`config.mk`:
```
export PLATFORM = sky130hd
export DESIGN_NAME = usb_charge_mode_controller
export DESIGN_NICKNAME = d
export VERILOG_FILES = /design/src/usb_charge_pkg.sv /design/src/usb_pin_sync.sv /design/src/usb_charge_mode_controller.sv
export SDC_FILE = /design/constraint.sdc
export NUM_CORES = 1
export LEC_CHECK = 0
export BUFFER_PORTS_ARGS = -buffer_cell sky130_fd_sc_hd__buf_2
export CAP_MARGIN = 30
export CORE_MARGIN = 2
export CORE_UTILIZATION = 50
export CTS_BUF_LIST = sky130_fd_sc_hd__clkbuf_16
export CTS_CLUSTER_DIAMETER = 200
export DETAILED_ROUTE_END_ITERATION = 12
export PLACE_DENSITY = 0.69
export REMOVE_ABC_BUFFERS = 1
export SLEW_MARGIN = 20
export SYNTH_ARGS = -nofsm -noshare
export SYNTH_HDL_FRONTEND = slang
export SYNTH_SLANG_ARGS = --single-unit
export TNS_END_PERCENT = 10
```
`constraint.sdc`:
```
create_clock -name ref_clk -period 2.5 [get_ports ref_clk]
set_clock_uncertainty 0.1 [all_clocks]
set_input_delay 0.75 -clock ref_clk [delete_from_list [all_inputs] [get_ports ref_clk]]
set_output_delay 0.75 -clock ref_clk [all_outputs]
set_load 0.02 [all_outputs]
```
`src/usb_charge_pkg.sv`:
```
// Constants and types for the charging-mode controller.
// Assumes a single 50 MHz clock domain.
package usb_charge_pkg;

  // ****************************************
  // Timing
  // ****************************************
  localparam int unsigned CLK_FREQ_HZ      = 50_000_000;
  localparam int unsigned FS_RECOG_SEC     = 60;
  localparam longint unsigned FS_RECOG_CYC = longint'(FS_RECOG_SEC) * longint'(CLK_FREQ_HZ);
  localparam int unsigned DISCH_TIME_US    = 10;
  localparam int unsigned DISCH_CYC        = (DISCH_TIME_US * (CLK_FREQ_HZ / 1_000_000));
  localparam int unsigned SYNC_STAGES      = 2;

  // ****************************************
  // Mode-select patterns {one,two,three}
  // ****************************************
  localparam logic [2:0] SEL_OFF       = 3'h0;
  localparam logic [2:0] SEL_AUTO_A    = 3'h1;
  localparam logic [2:0] SEL_STD1_A    = 3'h2;
  localparam logic [2:0] SEL_AUTO_B    = 3'h3;
  localparam logic [2:0] SEL_SHORTED   = 3'h4;
  localparam logic [2:0] SEL_DIVIDER   = 3'h5;
  localparam logic [2:0] SEL_STD1_B    = 3'h6;
  localparam logic [2:0] SEL_STD2_CDP  = 3'h7;

  // ****************************************
  // Types
  // ****************************************
  typedef enum logic [2:0] {
    MODE_INIT,
    MODE_DISCHARGE,
    MODE_AUTO_DEDICATED,
    MODE_STANDARD_FIRST,
    MODE_FORCED_SHORTED,
    MODE_FORCED_DIVIDER,
    MODE_STANDARD_SECOND,
    MODE_CHARGING_DOWNSTREAM
  } charge_mode_t;

  typedef enum logic [1:0] {
    LIM_NONE,
    LIM_LOW,
    LIM_HIGH
  } limit_t;

  typedef enum logic [1:0] {
    DC_IDLE,
    DC_DISCHARGE
  } disch_state_t;

endpackage : usb_charge_pkg

```
`src/usb_pin_sync.sv`:
```
// Two-flop synchroniser for a bus of level inputs.
// Assumes inputs are slow levels; no bus coherence.
`timescale 1ns/1ps
module usb_pin_sync #(
  parameter int WIDTH = 4
) (
  // Clock and reset
  input  wire logic             ref_clk,
  input  wire logic             rst_n,
  // Data
  input  wire logic [WIDTH-1:0] asyncIn,
  output logic      [WIDTH-1:0] syncOut
);

  logic [WIDTH-1:0] meta_r;

  always_ff @(posedge ref_clk or negedge rst_n) begin
    if (!rst_n) begin
      meta_r  <= '0;
      syncOut <= '0;
    end else begin
      meta_r  <= asyncIn;
      syncOut <= meta_r;
    end
  end

endmodule : usb_pin_sync

```
`src/usb_charge_mode_controller.sv`:
```
// Charging-mode decode, output discharge sequencing and HID wake hold.
// Assumes one 50 MHz clock; mode-select and limit pins may be asynchronous and are synchronised here.
`timescale 1ns/1ps

// Operation
// - During reset stay in initial state with output discharging.
// - Every reset returns logic to the initial state.
// - After reset release, enter the mode chosen by mode-select pins.
// - Discharge cycle: switch off, discharge output, then switch back on.
// - Data switches open throughout any output discharge.
// - All mode-select low: output held discharged, no current limit.
// - Patterns 0x1 select auto dedicated charging, high limit, data open.
// - Patterns 010 and 110 select first standard port, limit from select.
// - Pattern 100 forces shorted charging, limit from select.
// - Pattern 101 forces divider-one charging, limit from select.
// - Pattern 111 gives second standard (low) or downstream (high), data on.
// - Changing between 1111 and 1110 causes no discharge.
// - Follow commanded mode except while HID override applies.
// - With HID detected, hold data for 111->011 and 010->011.
// - Change 110->011 is never overridden.
// - Intermediate 111 from 110 enters 111 with its discharge.
// - Watch data lines only in standard or downstream modes.
// - Classify low or full speed while working, before override.
// - D+ falling after connect marks the device high speed.
// - Full speed needs 60 s connection to qualify; low speed immediate.
// - Data switches closed only in data modes with enable high.
// - Data open if enable low or pins low; not on current limit.
module usb_charge_mode_controller #(
  parameter longint unsigned FS_RECOG_CYCLES = usb_charge_pkg::FS_RECOG_CYC,
  parameter int unsigned     DISCH_CYCLES    = usb_charge_pkg::DISCH_CYC
) (
  // Clock and reset
  input  wire logic ref_clk,
  input  wire logic rst_n,
  // Control pins
  input  wire logic enable,
  input  wire logic mode_select_one,
  input  wire logic mode_select_two,
  input  wire logic mode_select_three,
  input  wire logic limit_select,
  // Data line levels
  input  wire logic dPlusHigh,
  input  wire logic dMinusHigh,
  // Power path
  output logic      powerSwitchOn,
  output logic      outDischarge,
  output logic      high_current_limit,
  output logic      low_current_limit,
  output logic      dataSwitchClosed,
  // Status
  output logic [2:0] chargeMode,
  output logic      hidDetected,
  output logic      wakeHold
);

  // ****************************************
  // Input synchronisation
  // ****************************************
  logic [3:0] pinsSync;
  logic [2:0] sel;
  logic       limSel;

  usb_pin_sync #(
    .WIDTH (4)
  ) u_sync (
    .ref_clk (ref_clk),
    .rst_n   (rst_n),
    .asyncIn ({mode_select_one, mode_select_two, mode_select_three, limit_select}),
    .syncOut (pinsSync)
  );

  assign sel    = pinsSync[3:1];
  assign limSel = pinsSync[0];

  // ****************************************
  // Mode decode
  // ****************************************
  function automatic usb_charge_pkg::charge_mode_t decodeMode(input logic [2:0] s, input logic l);
    usb_charge_pkg::charge_mode_t m;
    m = usb_charge_pkg::MODE_DISCHARGE;
    case (s)
      usb_charge_pkg::SEL_OFF:      m = usb_charge_pkg::MODE_DISCHARGE;
      usb_charge_pkg::SEL_AUTO_A,
      usb_charge_pkg::SEL_AUTO_B:   m = usb_charge_pkg::MODE_AUTO_DEDICATED;
      usb_charge_pkg::SEL_STD1_A,
      usb_charge_pkg::SEL_STD1_B:   m = usb_charge_pkg::MODE_STANDARD_FIRST;
      usb_charge_pkg::SEL_SHORTED:  m = usb_charge_pkg::MODE_FORCED_SHORTED;
      usb_charge_pkg::SEL_DIVIDER:  m = usb_charge_pkg::MODE_FORCED_DIVIDER;
      usb_charge_pkg::SEL_STD2_CDP: m = l ? usb_charge_pkg::MODE_CHARGING_DOWNSTREAM
                                          : usb_charge_pkg::MODE_STANDARD_SECOND;
      default:                      m = usb_charge_pkg::MODE_DISCHARGE;
    endcase
    return m;
  endfunction : decodeMode

  function automatic logic isDataMode(input usb_charge_pkg::charge_mode_t m);
    return (m == usb_charge_pkg::MODE_STANDARD_FIRST) ||
           (m == usb_charge_pkg::MODE_STANDARD_SECOND) ||
           (m == usb_charge_pkg::MODE_CHARGING_DOWNSTREAM);
  endfunction : isDataMode

  usb_charge_pkg::charge_mode_t cmdMode;
  usb_charge_pkg::charge_mode_t mode_r;
  usb_charge_pkg::charge_mode_t mode_nxt;
  logic [2:0]                   prevSel_r;
  logic                         started_r;
  logic [1:0]                   warm_r;
  logic                         override_r;
  logic                         override_nxt;
  logic                         wakeQual;

  assign cmdMode = decodeMode(sel, limSel);

  // ****************************************
  // Wake override decision
  // ****************************************
  always_comb begin
    override_nxt = override_r;
    if (!started_r) begin
      override_nxt = 1'b0;
    end else if (override_r) begin
      // Held until the pins leave pattern 011, however long that takes
      if (sel != usb_charge_pkg::SEL_AUTO_B) begin
        override_nxt = 1'b0;
      end
    end else if (sel == usb_charge_pkg::SEL_AUTO_B && wakeQual &&
                 (prevSel_r == usb_charge_pkg::SEL_STD2_CDP ||
                  prevSel_r == usb_charge_pkg::SEL_STD1_A)) begin
      override_nxt = 1'b1;
    end
  end

  // ****************************************
  // Mode state
  // ****************************************
  always_comb begin
    mode_nxt = mode_r;
    if (!started_r) begin
      // Wait for valid synchronised pins
      mode_nxt = warm_r[1] ? cmdMode : mode_r;
    end else if (override_nxt) begin
      mode_nxt = mode_r;
    end else begin
      mode_nxt = cmdMode;
    end
  end

  always_ff @(posedge ref_clk or negedge rst_n) begin
    if (!rst_n) begin
      mode_r     <= usb_charge_pkg::MODE_INIT;
      started_r  <= 1'b0;
      warm_r     <= 2'h0;
      override_r <= 1'b0;
      prevSel_r  <= usb_charge_pkg::SEL_OFF;
    end else begin
      mode_r     <= mode_nxt;
      started_r  <= warm_r[1];
      warm_r     <= {warm_r[0], 1'b1};
      override_r <= override_nxt;
      prevSel_r  <= sel;
    end
  end

  // ****************************************
  // Discharge sequencing
  // ****************************************
  usb_charge_pkg::disch_state_t dcState_r;
  logic [31:0]                  dcCount_r;
  logic                         modeChange;
  logic                         quietChange;

  assign modeChange  = (mode_nxt != mode_r) && started_r;
  assign quietChange = ((mode_r == usb_charge_pkg::MODE_STANDARD_SECOND) &&
                        (mode_nxt == usb_charge_pkg::MODE_CHARGING_DOWNSTREAM)) ||
                       ((mode_r == usb_charge_pkg::MODE_CHARGING_DOWNSTREAM) &&
                        (mode_nxt == usb_charge_pkg::MODE_STANDARD_SECOND));

  always_ff @(posedge ref_clk or negedge rst_n) begin
    if (!rst_n) begin
      dcState_r <= usb_charge_pkg::DC_IDLE;
      dcCount_r <= '0;
    end else begin
      case (dcState_r)
        usb_charge_pkg::DC_IDLE: begin
          if (modeChange && !quietChange) begin
            dcState_r <= usb_charge_pkg::DC_DISCHARGE;
            dcCount_r <= '0;
          end
        end
        usb_charge_pkg::DC_DISCHARGE: begin
          if (modeChange && !quietChange) begin
            dcCount_r <= '0;
          end else if (dcCount_r >= DISCH_CYCLES - 1) begin
            dcState_r <= usb_charge_pkg::DC_IDLE;
          end else begin
            dcCount_r <= dcCount_r + 32'h0000_0001;
          end
        end
        default: dcState_r <= usb_charge_pkg::DC_IDLE;
      endcase
    end
  end

  // ****************************************
  // Data line monitor
  // ****************************************
  logic        lsSeen_r;
  logic        fsSeen_r;
  logic        hsSeen_r;
  logic [63:0] fsTime_r;
  logic        fsQual_r;
  logic        monitoring;

  assign monitoring = isDataMode(mode_r) && !override_r;

  always_ff @(posedge ref_clk or negedge rst_n) begin
    if (!rst_n) begin
      lsSeen_r <= 1'b0;
      fsSeen_r <= 1'b0;
      hsSeen_r <= 1'b0;
      fsTime_r <= '0;
      fsQual_r <= 1'b0;
    end else if (monitoring) begin
      if (!dPlusHigh && !dMinusHigh && !fsSeen_r) begin
        lsSeen_r <= 1'b0;
        fsTime_r <= '0;
        fsQual_r <= 1'b0;
      end else if (dMinusHigh && !dPlusHigh) begin
        lsSeen_r <= 1'b1;
      end
      if (dPlusHigh && !dMinusHigh && !fsSeen_r) begin
        fsSeen_r <= 1'b1;
        hsSeen_r <= 1'b0;
        fsTime_r <= '0;
      end else if (fsSeen_r && !dPlusHigh) begin
        hsSeen_r <= 1'b1;
        fsSeen_r <= 1'b0;
        fsQual_r <= 1'b0;
      end else if (fsSeen_r && !hsSeen_r) begin
        if (fsTime_r >= FS_RECOG_CYCLES - 1) begin
          fsQual_r <= 1'b1;
        end else begin
          fsTime_r <= fsTime_r + 64'h0000_0000_0000_0001;
        end
      end
    end else if (!isDataMode(mode_r) && !override_r) begin
      lsSeen_r <= 1'b0;
      fsSeen_r <= 1'b0;
      hsSeen_r <= 1'b0;
      fsTime_r <= '0;
      fsQual_r <= 1'b0;
    end
  end

  assign wakeQual = lsSeen_r || fsQual_r;

  // ****************************************
  // Outputs
  // ****************************************
  logic discharging;
  assign discharging = (mode_r == usb_charge_pkg::MODE_INIT) ||
                       (mode_r == usb_charge_pkg::MODE_DISCHARGE) ||
                       (dcState_r == usb_charge_pkg::DC_DISCHARGE);

  always_ff @(posedge ref_clk or negedge rst_n) begin
    if (!rst_n) begin
      powerSwitchOn      <= 1'b0;
      outDischarge       <= 1'b1;
      high_current_limit <= 1'b0;
      low_current_limit  <= 1'b0;
      dataSwitchClosed   <= 1'b0;
      chargeMode         <= 3'h0;
      hidDetected        <= 1'b0;
      wakeHold           <= 1'b0;
    end else begin
      powerSwitchOn      <= !discharging;
      outDischarge       <= discharging;
      high_current_limit <= (mode_r == usb_charge_pkg::MODE_AUTO_DEDICATED) ||
                            (mode_r == usb_charge_pkg::MODE_CHARGING_DOWNSTREAM) ||
                            ((mode_r == usb_charge_pkg::MODE_STANDARD_FIRST ||
                              mode_r == usb_charge_pkg::MODE_FORCED_SHORTED ||
                              mode_r == usb_charge_pkg::MODE_FORCED_DIVIDER) && limSel);
      low_current_limit  <= (mode_r == usb_charge_pkg::MODE_STANDARD_SECOND) ||
                            ((mode_r == usb_charge_pkg::MODE_STANDARD_FIRST ||
                              mode_r == usb_charge_pkg::MODE_FORCED_SHORTED ||
                              mode_r == usb_charge_pkg::MODE_FORCED_DIVIDER) && !limSel);
      dataSwitchClosed   <= isDataMode(mode_r) && enable && (sel != usb_charge_pkg::SEL_OFF) &&
                            (dcState_r != usb_charge_pkg::DC_DISCHARGE);
      chargeMode         <= 3'(mode_r);
      hidDetected        <= wakeQual;
      wakeHold           <= override_r;
    end
  end

endmodule : usb_charge_mode_controller

```
==> impl_results.md <==
- ANT cells: 0
- Reg2Reg Depth: 8
- EDFF count, synth: 0
- Yosys top cell by area: dfrtp_1
- Synth Warn #: 0
- WL/cell: 17.5 um
- I/O Buffers: 18
- Async SR Flop Fraction: 100%
- Synth Instances: 529
- Skew-Pair Late Insertion Delay: 410 ps
- Final nets: 589
- Design area: 6940 um2
- Mapped Area: 5820 um2
- Gpl congestion: 0.838
- Total power: 5.11 mW
- Die width: 112 um
- Routed vias/inst: 6.01
- Area share of the largest cell type after synthesis: 55.1%
- Primary FF master, synth: dfrtp_1
- Die height: 112 um
- Crit-path cells: ha_4, nand3_4, buf_4, nor4_4, nand4_4, or4_4, and4_4, a211o_1
- MaxCap Viol Count: 0
- Gr usage total: 22.0%
- Mapped Avg Cell Area: 11.0 um2
- Worst R2R Setup Slack: 60 ps
- Starting Density: 51.2%
- CTS tree: built
- Number of distinct library cells after synthesis: 78
- FILL cells: 871
- DRC viols: 0
- Number of synthesized register bits: 129
- CTS root buf: clkbuf_16
- Worst Path Required: 2690 ps
- Post-route clock period utilization: 97.7%
- Hold Crit Class: in -> async
- Antenna-violating nets left: 0
- Core area: 11400 um2
- Endpoints failing setup: 0
- Max Freq: 409 MHz
- Crit path DAT: 2630 ps
- H-tree depth: 4
- Max-slew violation count: 0
- Final Critical Period: 2440 ps
- Final hold viol count: 0
- Routed via count: 4410
- RSZ-0062 raised after global routing: true
- Area growth syn-to-layout: 19.3%
- Max clock buf depth: 2
- Sink Count: 129
- Placement-stage cell area: 6270 um2
- Commonest non-fill, non-tap cell in the layout: dfrtp_1
- Dominant cells by area after synthesis: dfrtp_1 55%, and2_1 3.3%, a21boi_0 3.1%
- Post-synthesis sequential area ratio: 55.5%
- Worst setup SP type: flip-flop
- Initial antenna violation count: 0
- Num rows: 39
- Vias in the first global route: 4455
- Largest net degree at the start of global routing: 39
- Grt ovf: 0
- Endpoint type of the worst setup path: flip-flop
- Share of cells above drive strength 1: 20.6%
- Detailed router's first-iteration violation count: 342
- Num ports: 19
- Final wirelength: 12800 um
- Die ar.: 12500 um2
- Worst vdd ir: 0.611 mV
- Pleak: 3.31 nW
- First-pass GRT wire length: 22000 um
- Status: completed
- HPWL Detailed: 8060 um
- Crit-path slowest cell: or4_4
- Most frequent cells in the layout: 128 x dfrtp_1, 41 x buf_4, 31 x and2_1, 25 x nand2_1
- Max stage delay on crit path: 440 ps
- First-pass DRT Iterations: 7
- Relative slew slack: 58.9%
- Worst-Margin Slew: 613 ps
- Num CTS Buffers: 17
- CP Class: reg -> reg
- Clk slew on worst S/H paths: 60 ps
- Crit-path max FO: 4
- PwrDens: 736 nW/um2
==> area by class of cell <==
class	count	area, um2	area share (%)
well taps	143	179	2.58
multi-input cells	355	2390	34.5
inverters	14	52.6	0.757
clock inverters	15	209	3.01
flip-flops and latches	129	3230	46.5
repair buffers	61	453	6.53
clock buffers	17	425	6.13
==> synth_stat cells, types with 3 or more instances <==
library cell,n
xor2_1,6
mux2i_1,3
dfrtp_1,128
a21oi_1,23
nor2b_1,5
and4_1,4
a221o_1,7
buf_2,4
a211oi_1,3
or2_2,3
or4_1,3
or3_1,4
o22a_1,9
nor4_1,18
nor4b_1,3
nand3_1,14
o21ai_0,15
inv_1,14
o31ai_1,4
and3_1,15
a31oi_1,7
a21boi_0,24
nor3_1,19
clkbuf_1,18
o311ai_0,3
and2_1,31
nand2_1,25
nand4_1,20
a21o_1,4
buf_6,3
o41ai_1,3
nor2_1,24
==> per-stage QoR <==
step	TNS, ps	setup slack (ps)	hold slack [ps]	std cells	utilization [%]
global route	-221	-32.8	251	734	61.0
finish	0	56.8	222	734	61.0
floorplan	-20.1	-11.8	231	498	-
global placement	0	53.2	234	702	55.2
detailed placement	-39.0	-39.0	239	702	55.2
CTS	0	20.1	231	734	60.8
==> where the power goes <==
part	internal [mW]	total (mW)	switching, mW
registers	2.13	2.17	0.0375
clock network	1.68	2.63	0.942
logic	0.0992	0.307	0.208
total	3.92	5.11	1.19
==> sequential cells by signal (all words and copies together) (netlist names), 2 cells and up <==
name,cells
mode_r,3
dcCount_r,32
fsTime_r,64
u_sync.syncOut,4
u_sync.meta_r,4
warm_r,2
prevSel_r,3
chargeMode,3
==> final timing paths <==
path                                             to               startpoint
max                        fsTime_r[30]$_DFFE_PN0P_  fsTime_r[0]$_DFFE_PN0P_
min                        fsTime_r[22]$_DFFE_PN0P_                    rst_n
max reg2reg                fsTime_r[30]$_DFFE_PN0P_  fsTime_r[0]$_DFFE_PN0P_
min reg2reg                     warm_r[1]$_DFF_PN0_      warm_r[0]$_DFF_PN0_
max in group asynchronous    outDischarge$_DFF_PN1_                    rst_n
min in group ref_clk            warm_r[1]$_DFF_PN0_      warm_r[0]$_DFF_PN0_
==> logic make-up (layout without fill, tap and decap cells) <==
family	after synthesis	after routing	share of synthesized area [%]
fa+ha+maj	2	2	0.430
flops	129	129	55.5
simple gates	213	213	22.5
buf+inv	45	107	3.89
other cells	1	1	0.0645
compound gates	127	127	15.7
mux	4	4	0.710
xor+xnor	8	8	1.20
==> routing by layer <==
metal	part of all wire, %	vias up	track usage, %
met5	0	-	0
met3	3.5	18	5.66
met1	46	2211	28.9
met4	1.5	0	7.82
li1	-	2075	-
met2	49	106	35.6
==> timing repair <==
action / 4_1_cts / 5_1_grt
hold buffers: 0 / 0
buffers inserted: 0 / 0
endpoints found under the setup margin: 17 / 15
pin swaps: 0 / 4
resized for setup: 2 / 6
==> critical path, delay by kind of cell (launching register included) <==
| family | cells | cell delay (ps) |
|---|---|---|
| AOI/OAI and AO/OA | 1 | 260 |
| and+or+nand+nor | 5 | 1250 |
| adders and majority gates | 1 | 170 |
| buffers and inverters | 1 | 160 |
| DFF | 1 | 390 |
(Power assumes the default switching activity.)
